<file path="src/clkctl_pkg.sv">
package clkctl_pkg;

  // stabilization counter layout
  localparam int CNT_W = 8;
  localparam logic [CNT_W-1:0] CNT_RESET = 8'h00;
  localparam logic [CNT_W-1:0] CNT_GATE_ON = 8'hF0;
  localparam logic [CNT_W-1:0] CNT_CORE_RUN = 8'hF5;
  localparam logic [CNT_W-1:0] CNT_GOOD = 8'hFE;
  localparam logic [CNT_W-1:0] CNT_STOP = 8'hFF;
  localparam logic [CNT_W-1:0] CNT_ONE = 8'h01;

  // clock figures
  localparam int CLOCK_HZ = 50_000_000;
  localparam int CLOCK_NS = 20;

  // pin synchroniser
  localparam int SYNC_STAGES = 2;
  localparam int PIN_W = 5;
  localparam int PIN_OSC = 0;
  localparam int PIN_SW_STOP = 1;
  localparam int PIN_HW_STOP = 2;
  localparam int PIN_STOP_ACK = 3;
  localparam int PIN_SYS_RST_N = 4;

  // apb register map
  localparam int ADDR_W = 12;
  localparam logic [ADDR_W-1:0] ADDR_CTRL = 12'h000;
  localparam logic [ADDR_W-1:0] ADDR_STATUS = 12'h004;
  localparam logic [ADDR_W-1:0] ADDR_RESTARTS = 12'h008;
  localparam logic [ADDR_W-1:0] ADDR_COUNTER = 12'h00C;

  // control fields
  localparam int CTRL_PLL_USED = 0;
  localparam int CTRL_HOLD_GOOD = 1;
  localparam logic [1:0] CTRL_RESET = 2'h0;
  localparam int CTRL_W = 2;

  // status fields
  localparam int ST_GATE = 0;
  localparam int ST_CORE_RUN = 1;
  localparam int ST_GOOD = 2;
  localparam int ST_STOPPED = 3;
  localparam int ST_STOP_ACK = 4;
  localparam int ST_PLL_STBY = 5;
  localparam int ST_SYS_RST = 6;
  localparam int ST_W = 7;

  localparam int RESTART_W = 16;
  localparam logic [RESTART_W-1:0] RESTART_ONE = 16'h0001;
  localparam logic [RESTART_W-1:0] RESTART_MAX = 16'hFFFF;

  localparam logic [31:0] DATA_ZERO = 32'h0000_0000;

  typedef struct packed {
    logic psel;
    logic penable;
    logic pwrite;
    logic [ADDR_W-1:0] paddr;
    logic [31:0] pwdata;
  } apb_req_t;

  typedef enum logic [1:0] {
    PH_STOPPED,
    PH_COUNTING,
    PH_GATED,
    PH_RUNNING
  } phase_t;

endpackage : clkctl_pkg

</file>
<file path="src/stop_mode_clock_controller.sv">
// Behaviour
// - the oscillator enable output is low to let it run and high, the or of both stop requests, to halt it.
// - an internal counter measures the stabilization time, its terminal sized from time times frequency.
// - core reset stays low while system reset is low and rises only after the stabilization count.
// - system reset low asynchronously clears the counter, closes the clock gate and asserts core reset.
// - an active stop request asynchronously clears the counter and closes the gate, forcing a full recount.
// - at count f0 the clock gate opens; the core clock is the oscillator clock and the gate.
// - at count f5 core reset is released high, after the gate has opened.
// - the counter steps on each oscillator falling edge while no stop is requested and holds at ff.
// - clock good is high exactly while the counter equals fe and the hold-good control bit is clear.
// - the counter width is a named constant, eight bits here.
// - with a pll in use, a standby output puts the pll in standby during stop mode.
// - with pll and oscillator both restarting, the count covers pll lock plus oscillator settling.
//
// The implementer's own choices: the APB register port and the address map.
`timescale 1ns/1ps
module stop_mode_clock_controller
  import clkctl_pkg::*;
(
  input wire logic clock,
  input wire logic rst,
  input wire logic clock_enable,
  input wire apb_req_t apb_req,
  output logic [31:0] prdata,
  output logic pready,
  output logic pslverr,
  input wire logic oscillator_clock_in,
  input wire logic software_stop_request,
  input wire logic hardware_stop_request,
  input wire logic stop_acknowledge_in,
  input wire logic system_reset_n,
  output logic oscillator_enable_n,
  output logic gated_core_clock_out,
  output logic clock_good_release,
  output logic core_reset_n,
  output logic pll_standby_control
);

  // pin synchronisers
  logic [PIN_W-1:0] pins_raw;
  logic [PIN_W-1:0] pins_s1_ff;
  logic [PIN_W-1:0] pins_s2_ff;

  assign pins_raw[PIN_OSC] = oscillator_clock_in;
  assign pins_raw[PIN_SW_STOP] = software_stop_request;
  assign pins_raw[PIN_HW_STOP] = hardware_stop_request;
  assign pins_raw[PIN_STOP_ACK] = stop_acknowledge_in;
  assign pins_raw[PIN_SYS_RST_N] = system_reset_n;

  genvar gi;
  generate
    for (gi = 0; gi < PIN_W; gi++) begin : g_sync
      always_ff @(posedge clock or posedge rst) begin
        if (rst) begin
          pins_s1_ff[gi] <= 1'b0;
          pins_s2_ff[gi] <= 1'b0;
        end else if (clock_enable) begin
          pins_s1_ff[gi] <= pins_raw[gi];
          pins_s2_ff[gi] <= pins_s1_ff[gi];
        end
      end
    end
  endgenerate

  logic osc_s;
  logic stop_s;
  logic ack_s;
  logic sys_run_s;
  assign osc_s = pins_s2_ff[PIN_OSC];
  assign stop_s = pins_s2_ff[PIN_SW_STOP] | pins_s2_ff[PIN_HW_STOP];
  assign ack_s = pins_s2_ff[PIN_STOP_ACK];
  assign sys_run_s = pins_s2_ff[PIN_SYS_RST_N];

  // asynchronous clear terms
  logic sys_clear;
  logic stop_clear;
  logic stop_pin;
  assign sys_clear = rst | ~system_reset_n;
  // either raw stop pin clears at once, before the synchronisers see it
  assign stop_pin = software_stop_request | hardware_stop_request;
  assign stop_clear = sys_clear | stop_pin;

  // oscillator falling edge detection
  logic osc_prev_ff;
  logic nxt_osc_prev;
  logic osc_fall;

  always_comb begin
    nxt_osc_prev = osc_s;
  end

  always_ff @(posedge clock or posedge rst) begin
    if (rst) begin
      osc_prev_ff <= 1'b0;
    end else if (clock_enable) begin
      osc_prev_ff <= nxt_osc_prev;
    end
  end

  assign osc_fall = osc_prev_ff & ~osc_s;

  // stabilization counter, gate and clock good
  logic [CNT_W-1:0] counter_ff;
  logic [CNT_W-1:0] nxt_counter;
  logic gate_ff;
  logic nxt_gate;
  logic good_ff;
  logic nxt_good;

  always_comb begin
    nxt_counter = counter_ff;
    nxt_gate = gate_ff;
    if (stop_s) begin
      nxt_counter = CNT_RESET;
      nxt_gate = 1'b0;
    end else if (osc_fall) begin
      if (counter_ff == CNT_GATE_ON) begin
        nxt_gate = 1'b1;
      end
      if (counter_ff != CNT_STOP) begin
        nxt_counter = counter_ff + CNT_ONE;
      end
    end
    nxt_good = (nxt_counter == CNT_GOOD);
  end

  always_ff @(posedge clock or posedge stop_clear) begin
    if (stop_clear) begin
      counter_ff <= CNT_RESET;
      gate_ff <= 1'b0;
      good_ff <= 1'b0;
    end else if (clock_enable) begin
      counter_ff <= nxt_counter;
      gate_ff <= nxt_gate;
      good_ff <= nxt_good;
    end
  end

  // core reset, cleared only by rst or system reset
  logic core_run_ff;
  logic nxt_core_run;

  always_comb begin
    nxt_core_run = core_run_ff;
    if (sys_run_s && !stop_s && osc_fall &&
        counter_ff == CNT_CORE_RUN) begin
      nxt_core_run = 1'b1;
    end
  end

  always_ff @(posedge clock or posedge sys_clear) begin
    if (sys_clear) begin
      core_run_ff <= 1'b0;
    end else if (clock_enable) begin
      core_run_ff <= nxt_core_run;
    end
  end

  // control register and derived pin outputs
  logic [CTRL_W-1:0] ctrl_ff;
  logic [CTRL_W-1:0] nxt_ctrl;
  logic osc_en_n_ff;
  logic nxt_osc_en_n;
  logic gclk_ff;
  logic nxt_gclk;
  logic pll_stby_ff;
  logic nxt_pll_stby;
  logic good_out_ff;
  logic nxt_good_out;

  always_comb begin
    nxt_osc_en_n = stop_s;
    nxt_gclk = osc_s & gate_ff;
    nxt_pll_stby = stop_s & ctrl_ff[CTRL_PLL_USED];
    // clock good follows the counter value in the same cycle
    nxt_good_out = nxt_good & ~ctrl_ff[CTRL_HOLD_GOOD];
  end

  always_ff @(posedge clock or posedge rst) begin
    if (rst) begin
      osc_en_n_ff <= 1'b0;
      pll_stby_ff <= 1'b0;
    end else if (clock_enable) begin
      osc_en_n_ff <= nxt_osc_en_n;
      pll_stby_ff <= nxt_pll_stby;
    end
  end

  // gated clock and clock good drop with the asynchronous clears
  always_ff @(posedge clock or posedge stop_clear) begin
    if (stop_clear) begin
      gclk_ff <= 1'b0;
      good_out_ff <= 1'b0;
    end else if (clock_enable) begin
      gclk_ff <= nxt_gclk;
      good_out_ff <= nxt_good_out;
    end
  end

  assign oscillator_enable_n = osc_en_n_ff;
  assign gated_core_clock_out = gclk_ff;
  assign pll_standby_control = pll_stby_ff;
  assign clock_good_release = good_out_ff;
  assign core_reset_n = core_run_ff;

  // phase tracking and restart counting
  phase_t phase_ff;
  phase_t nxt_phase;
  logic [RESTART_W-1:0] restarts_ff;
  logic [RESTART_W-1:0] nxt_restarts;

  always_comb begin
    nxt_phase = phase_ff;
    nxt_restarts = restarts_ff;
    case (phase_ff)
      PH_STOPPED: begin
        if (!stop_s) begin
          nxt_phase = PH_COUNTING;
          // each exit from stop counts as a restart until the count reaches RESTART_MAX
          if (restarts_ff != RESTART_MAX) begin
            nxt_restarts = restarts_ff + RESTART_ONE;
          end
        end
      end
      PH_COUNTING: begin
        if (stop_s) begin
          nxt_phase = PH_STOPPED;
        end else if (gate_ff) begin
          nxt_phase = PH_GATED;
        end
      end
      PH_GATED: begin
        if (stop_s) begin
          nxt_phase = PH_STOPPED;
        end else if (core_run_ff) begin
          nxt_phase = PH_RUNNING;
        end
      end
      PH_RUNNING: begin
        if (stop_s) begin
          nxt_phase = PH_STOPPED;
        end
      end
      default: begin
        nxt_phase = PH_STOPPED;
      end
    endcase
  end

  always_ff @(posedge clock or posedge rst) begin
    if (rst) begin
      phase_ff <= PH_STOPPED;
      restarts_ff <= '0;
    end else if (clock_enable) begin
      phase_ff <= nxt_phase;
      restarts_ff <= nxt_restarts;
    end
  end

  // apb slave, zero wait states
  logic setup;
  logic access;
  logic mapped;
  logic [31:0] rd_word;
  logic [ST_W-1:0] status_word;
  logic [31:0] prdata_ff;
  logic [31:0] nxt_prdata;
  logic pready_ff;
  logic nxt_pready;
  logic pslverr_ff;
  logic nxt_pslverr;

  assign setup = apb_req.psel & ~apb_req.penable;
  assign access = apb_req.psel & apb_req.penable & pready_ff;

  always_comb begin
    status_word = '0;
    status_word[ST_GATE] = gate_ff;
    status_word[ST_CORE_RUN] = core_run_ff;
    status_word[ST_GOOD] = good_ff;
    status_word[ST_STOPPED] = stop_s;
    status_word[ST_STOP_ACK] = ack_s;
    status_word[ST_PLL_STBY] = pll_stby_ff;
    status_word[ST_SYS_RST] = ~sys_run_s;
  end

  always_comb begin
    rd_word = DATA_ZERO;
    mapped = 1'b1;
    case (apb_req.paddr)
      ADDR_CTRL: begin
        rd_word[CTRL_W-1:0] = ctrl_ff;
      end
      ADDR_STATUS: begin
        rd_word[ST_W-1:0] = status_word;
      end
      ADDR_RESTARTS: begin
        rd_word[RESTART_W-1:0] = restarts_ff;
      end
      ADDR_COUNTER: begin
        rd_word[CNT_W-1:0] = counter_ff;
      end
      default: begin
        mapped = 1'b0;
      end
    endcase
  end

  always_comb begin
    nxt_prdata = prdata_ff;
    nxt_pready = 1'b0;
    nxt_pslverr = 1'b0;
    nxt_ctrl = ctrl_ff;
    // read data is captured in setup and shown in the access cycle
    if (setup) begin
      nxt_pready = 1'b1;
      nxt_pslverr = ~mapped;
      nxt_prdata = apb_req.pwrite ? DATA_ZERO : rd_word;
    end
    // a write lands only at the access edge
    if (access && apb_req.pwrite && apb_req.paddr == ADDR_CTRL) begin
      nxt_ctrl = apb_req.pwdata[CTRL_W-1:0];
    end
  end

  always_ff @(posedge clock or posedge rst) begin
    if (rst) begin
      prdata_ff <= DATA_ZERO;
      pready_ff <= 1'b0;
      pslverr_ff <= 1'b0;
      ctrl_ff <= CTRL_RESET;
    end else if (clock_enable) begin
      prdata_ff <= nxt_prdata;
      pready_ff <= nxt_pready;
      pslverr_ff <= nxt_pslverr;
      ctrl_ff <= nxt_ctrl;
    end
  end

  assign prdata = prdata_ff;
  assign pready = pready_ff;
  assign pslverr = pslverr_ff;

endmodule : stop_mode_clock_controller

</file>
<file path="config.mk">
export PLATFORM = sky130hd
export DESIGN_NAME = stop_mode_clock_controller
export DESIGN_NICKNAME = d
export VERILOG_FILES = /design/src/clkctl_pkg.sv /design/src/stop_mode_clock_controller.sv
export SDC_FILE = /design/constraint.sdc
export NUM_CORES = 1
export LEC_CHECK = 0
export ABC_AREA = 1
export BUFFER_PORTS_ARGS = -buffer_cell sky130_fd_sc_hd__buf_2
export CORE_MARGIN = 2
export CORE_UTILIZATION = 30
export CTS_CLUSTER_SIZE = 24
export DETAILED_ROUTE_END_ITERATION = 6
export PLACE_DENSITY = 0.51
export SYNTH_ARGS = -nofsm -noshare
export SYNTH_HDL_FRONTEND = slang
export SYNTH_SLANG_ARGS = --single-unit
</file>
<file path="constraint.sdc">
create_clock -name clock -period 1.95 [get_ports clock]
set_clock_uncertainty 0.2 [all_clocks]
set_input_delay 0.0975 -clock clock [delete_from_list [all_inputs] [get_ports clock]]
set_output_delay 0.0975 -clock clock [all_outputs]
set_load 0.05 [all_outputs]
</file>
# [Word level (Yosys, flattened, before mapping)]
# Index checks and enable logic that the tools add are counted.
[totals] regBits=80 latchBits=0 mem_bits_rw=0 mem_bits_ro=0 in_bits=55 output_inout_bits=39 elab_cells=98 memories=0
[op_classes] add_sub_neg=2 n_mul=0 n_div=0 n_lt_le_gt_ge=0 n_eq_ne=15 n_shift=0 n_mux=21 bitwise_logic=18 reduce_logical=17
[ops] op="$mux W8" count=4
[ops] op="$eq A12 B4 Y1 const B" count=2
[ops] op="$eq A8 B8 Y1 const B" count=3
[ops] op="$add A16 B1 Y16 const B" count=1
[ops] op="$mux W16" count=1
[ops] op="$ne A16 B16 Y1 const B" count=1
[ops] op="$pmux W2 S4" count=2
[ops] op="$pmux W5 S3" count=1
[ops] op="$eq A12 B3 Y1 const B" count=1
[ops] op="$logic_not A12 Y1" count=1
[ops] op="$mux W2" count=6
[ops] op="$add A8 B1 Y8 const B" count=1
[ops] op="$ne A8 B8 Y1 const B" count=1
[ops] op="$and A1 B1 Y1" count=7
[ops] op="$not A1 Y1" count=7
[ops] op="$mux W1" count=6
[ops] op="$ne A3 B3 Y1 const B" count=2
[ops] op="$reduce_and A2 Y1" count=3
[ops] op="$logic_and A1 B1 Y1" count=5
[ops] op="$reduce_and A5 Y1" count=1
[ops] op="$eq A2 B2 Y1 const B" count=2
[ops] op="$ne A2 B2 Y1 const B" count=2
[ops] op="$or A1 B1 Y1" count=4
[ops] op="$reduce_and A4 Y1" count=1
[ops] op="7 further kinds" count=8

# [Longest topological paths before layout]
[logic_depth] depth_word=6 ltp_mapped=11 mapped_depth_nobuf=11

# [Worst setup path after synthesis]
# OpenSTA, ideal clock, no wires.
[synth_path] path_kind="reg-to-reg" from="register counter_ff[0]" to="register good_out_ff, in the netlist clock_good_release" setup_ns=0.066 arrival_ns=1.394 required_ns=1.684 path_slack_ns=0.290 stages_incl_launch_ff=12 path_buffers=0 synth_period_minus_slack_ns=1.660 path_cell_list="dfrtp_1 -> ha_1 -> nand2_1 -> nor2_2 -> nand2_2 -> nand2_4 -> nor2_1 -> nor2_1 -> nand2_1 -> nor2_2 -> nand4_1 -> nand2_1"
[synth_between] elab_chain_len=6 elab_cells_between_ends=7 classes_between="add/sub: 1; eq/ne: 2; mux: 3; bitwise: 1"
[synth_rtl] element="from (decl)" line="stop_mode_clock_controller.sv:103" text="logic [CNT_W-1:0] counter_ff;"
[synth_rtl] element="from (signal assigned)" line="stop_mode_clock_controller.sv:133" text="counter_ff <= nxt_counter;"
[synth_rtl] element="$add A8 B1 Y8 or $ne A8 B8 Y1 (tied branches)" line="stop_mode_clock_controller.sv:121, stop_mode_clock_controller.sv:120"
[synth_rtl] element="$mux W8" line="stop_mode_clock_controller.sv:120" text="if (counter_ff != CNT_STOP) begin"
[synth_rtl] element="$mux W8 (*)" line="stop_mode_clock_controller.sv:116" text="end else if (osc_fall) begin"
[synth_rtl] element="$mux W8 (*)" line="stop_mode_clock_controller.sv:113" text="if (stop_s) begin"
[synth_rtl] element="$eq A8 B8 Y1 (*)" line="stop_mode_clock_controller.sv:124" text="nxt_good = (nxt_counter == CNT_GOOD);"
[synth_rtl] element="$and A1 B1 Y1 (*)" line="stop_mode_clock_controller.sv:176" text="nxt_good_out = nxt_good & ~ctrl_ff[CTRL_HOLD_GOOD];"
[synth_rtl] element="to (signal assigned)" line="stop_mode_clock_controller.sv:196" text="good_out_ff <= nxt_good_out;"
[synth_rtl] element="to (decl)" line="stop_mode_clock_controller.sv:168" text="logic good_out_ff;"
# Every way passes the cells marked *; elsewhere a longest branch is shown, timed or not.
# A chain may end at the register's enable or synchronous reset.

# [Worst setup path after layout]
[layout_path] from="input apb_req[45] (netlist name)" to="register ctrl_ff[0]"
[layout_between] elab_chain_len=5
[layout_rtl] element="from (decl)" line="stop_mode_clock_controller.sv:23" text="input wire apb_req_t apb_req,"
[layout_rtl] element="$and A1 B1 Y1 (2 in a row)" line="stop_mode_clock_controller.sv:274" text="assign access = apb_req.psel & apb_req.penable & pready_ff;"
[layout_rtl] element="$logic_and A1 B1 Y1 (2 in a row)" line="stop_mode_clock_controller.sv:321" text="if (access && apb_req.pwrite && apb_req.paddr == ADDR_CTRL) begin"
[layout_rtl] element="$reduce_and A2 Y1 (no line)"
[layout_rtl] element="to (signal assigned)" line="stop_mode_clock_controller.sv:336" text="ctrl_ff <= nxt_ctrl;"
[layout_rtl] element="to (decl)" line="stop_mode_clock_controller.sv:160" text="logic [CTRL_W-1:0] ctrl_ff;"
# Every way passes these cells.

==> run metrics <==
status=complete, no violations; Inserted Clock Buffers=9; Residual DRC=0; Setup TNS=0 ns; EDFF count, synth=0; IO Count=94; worst path cell trace=dlygate4sd3_1 -> buf_2 -> nand3_1 -> or3_4 -> nand2_2 -> o21ai_2 -> dlygate4sd3_1; cell area after layout=4570 µm²; Seq cells post-synth=64; hold violation count in the final report=0; Worst Path Required=1.96 ns; Max H-tree Level=3; Clock power frac=0.400; core area=11900 µm²; leak pwr=2.28 nW; clk sinks=64; Die Ht=114 µm; kind of critical path=input port to flop; hpwl dp=6.75 mm; worst relative slew slack=0.653; Worst-path clk slew=0.05 ns; Sw Ratio=0.317; setup ws final=0.0428 ns; number of global-route vias before repair=3088; Die W=114 µm; Max rail drop VDD=482 µV; area post-placement=4030 µm²; crit path launch type=input port; synthesis warning total=0; Flop pwr share=0.378; antenna violations before repair=0; Synth area leaders=dfrtp_1 (44%), nand2_1 (12%), nand3_1 (4.4%), inv_1 (4.4%), o21ai_0 (3.7%); CTS Buffer Depth=2; dpl ws=0.120 ns; RSZ-0062 raised after global routing=false; worst-path fanout max=4; switching pwr=0.00140 W; Top cell by count, worst path=dlygate4sd3_1; internal power=0.00301 W; total track usage=0.147; Min Clock Period, post-route=1.91 ns; Routed wire per std cell=13.2 µm; GP Congestion=0.870; fraction of registers with async set or reset after synthesis=1.00; maximum achievable frequency=0.524 GHz; Slew @ Worst Pin=0.519 ns; post-synth top area share=0.442; Synth area leader=dfrtp_1; IO buf count=47; fraction of layout cells with a size suffix above 1=0.246; total power=0.00441 W; Seq/Total Area, Yosys=0.442; Hold Worst Slack=0.0350 ns; Initial Util=0.304; synthesis-to-finish area growth=26.1%; top-count cell post-synth=nand2_1; CTS tree=yes; vias per cell=4.61; worst-skew pair later-pin latency=0.33 ns; largest net degree at the start of global routing=25; Post-Route WL=8.99 mm; Starting DRT DRC Count=166; HP Class=input port to flop; Synth Flop Type=dfrtp_1; Antenna Violating Nets Remaining=0; routed via count=3150; CP peak stage delay=0.56 ns; Clk Tree Root Cell=clkbuf_16; max-cap viol count=0; final count of negative-setup-slack endpoints=0; Comb power frac=0.222; Slew Limit Fails=0; Pre-antenna DRT Iters=4; Post-synth top cells=nand2_1 (119), dfrtp_1 (64), inv_1 (42); site row count=40; CP max-delay cell=dlygate4sd3_1; Synth Area per Inst=8.03 µm²; Die Area=13000 µm²; ANT cells=0; Post-Synthesis Cells=451; grt ovf=0; critical path data arrival time=1.92 ns; Power per Cell Area=965 nW/µm²; Mapped Area=3620 µm²; first-pass GRT wire length=15.0 mm; Nets=591; crit end category=flop; Unique masters post-synth=39; fin crit share=0.978
==> metal layers <==
layer  global-route usage  wire length, µm  vias to the layer above
met3               0.0462              420                        8
met4               0.0301               72                        0
li1                     -                -                     1590
met2                0.240             4220                       67
met5                    0                0                        -
met1                0.192             4280                     1485
==> area by class of cell <==
cell class,count,area (µm²)
Clock buffer,12,256
Clock inverter,3,65.1
Fill cell,1239,7340
Inverter,53,209
Multi-Input combinational cell,324,1720
Sequential cell,64,1600
Tap cell,147,184
Timing Repair Buffer,80,529
==> worst max-delay path: cells and delay by family <==
family,cells,cell delay [ns]
AOI/OAI and AO/OA,1,0.05
buffers and inverters,3,1.20
and+or+nand+nor,3,0.57
==> through the flow <==
stage,util,instances
after detailed placement,0.339,649
final,0.384,683
after global placement,0.339,649
after CTS,0.378,679
after floorplan,-,466
after global routing,0.384,683
==> flip-flops by register name, summed over array words and instances (netlist names), 2 cells and up <==
name / cells
prdata: 16
restarts_ff: 16
counter_ff: 8
pins_s1_ff: 5
ctrl_ff: 2
phase_ff: 2
pins_s2_ff: 2
==> power groups by stage <==
stage	combinational (W)	sequential [W]	clock, W
2_1_floorplan	0.000725	0.00166	0
3_3_place_gp	0.000941	0.00168	0
3_5_place_dp	0.000962	0.00169	0
4_1_cts	0.000983	0.00167	0.00180
5_1_grt	0.00111	0.00169	0.00185
6_report	0.000980	0.00167	0.00176
==> cells in the final DEF (no fill, tap or decap), types with 3 or more instances in the layout <==
master	netlist	final
inv_1	42	41
nand2_1	119	116
nor3_1	8	8
nand2_2	7	10
a21oi_1	7	7
o21ai_0	27	27
nor3_2	5	5
ha_1	4	3
nand4_1	8	8
dlygate4sd3_1	0	14
dfrtp_1	64	64
buf_2	2	46
o31ai_1	9	9
nand3_1	32	32
o211ai_1	3	3
clkbuf_16	0	9
nor2_2	5	4
buf_4	17	18
conb_1	1	16
xor2_1	13	13
inv_2	9	9
o21ai_2	7	7
nor2_4	4	6
nand2_4	3	3
nor2_1	32	31
==> logic make-up after synthesis <==
| group | after synthesis | share of synthesized area |
|---|---|---|
| AOI/OAI and AO/OA | 59 | 0.100 |
| buffers and inverters | 78 | 0.106 |
| DFF | 64 | 0.442 |
| and+or+nand+nor | 231 | 0.304 |
| other | 1 | 0.00103 |
| xor gates and xnor gates | 14 | 0.0338 |
| adders and majority gates | 4 | 0.0138 |
==> path summary, 6_finish.rpt <==
path                                                 from                         to  slack [ns]  depth (start not counted)
worst min-delay path                          apb_req[46]        pslverr$_DFFE_PP0P_        0.03                          4
min in group asynchronous                             rst   nxt_osc_prev$_DFFE_PP0P_        0.18                          3
worst max register to register         pready$_DFFE_PP0P_     ctrl_ff[0]$_DFFE_PP0P_        0.07                          5
max in group asynchronous           hardware_stop_request  counter_ff[6]$_DFFE_PP0P_        0.48                          5
worst min register to register  pins_s1_ff[0]$_DFFE_PP0P_  pins_s1_ff[0]$_DFFE_PP0P_        0.27                          2
worst max-delay path                          apb_req[45]     ctrl_ff[0]$_DFFE_PP0P_        0.04                          7
==> what timing repair did <==
item | CTS | global route
hold endpoints to repair | 48 | 0
hold buffers | 15 | 0
gates resized for setup | 0 | 11
buffers inserted | 0 | 4
setup endpoints to repair | 0 | 9
Power figures use the tool's default switching activity.
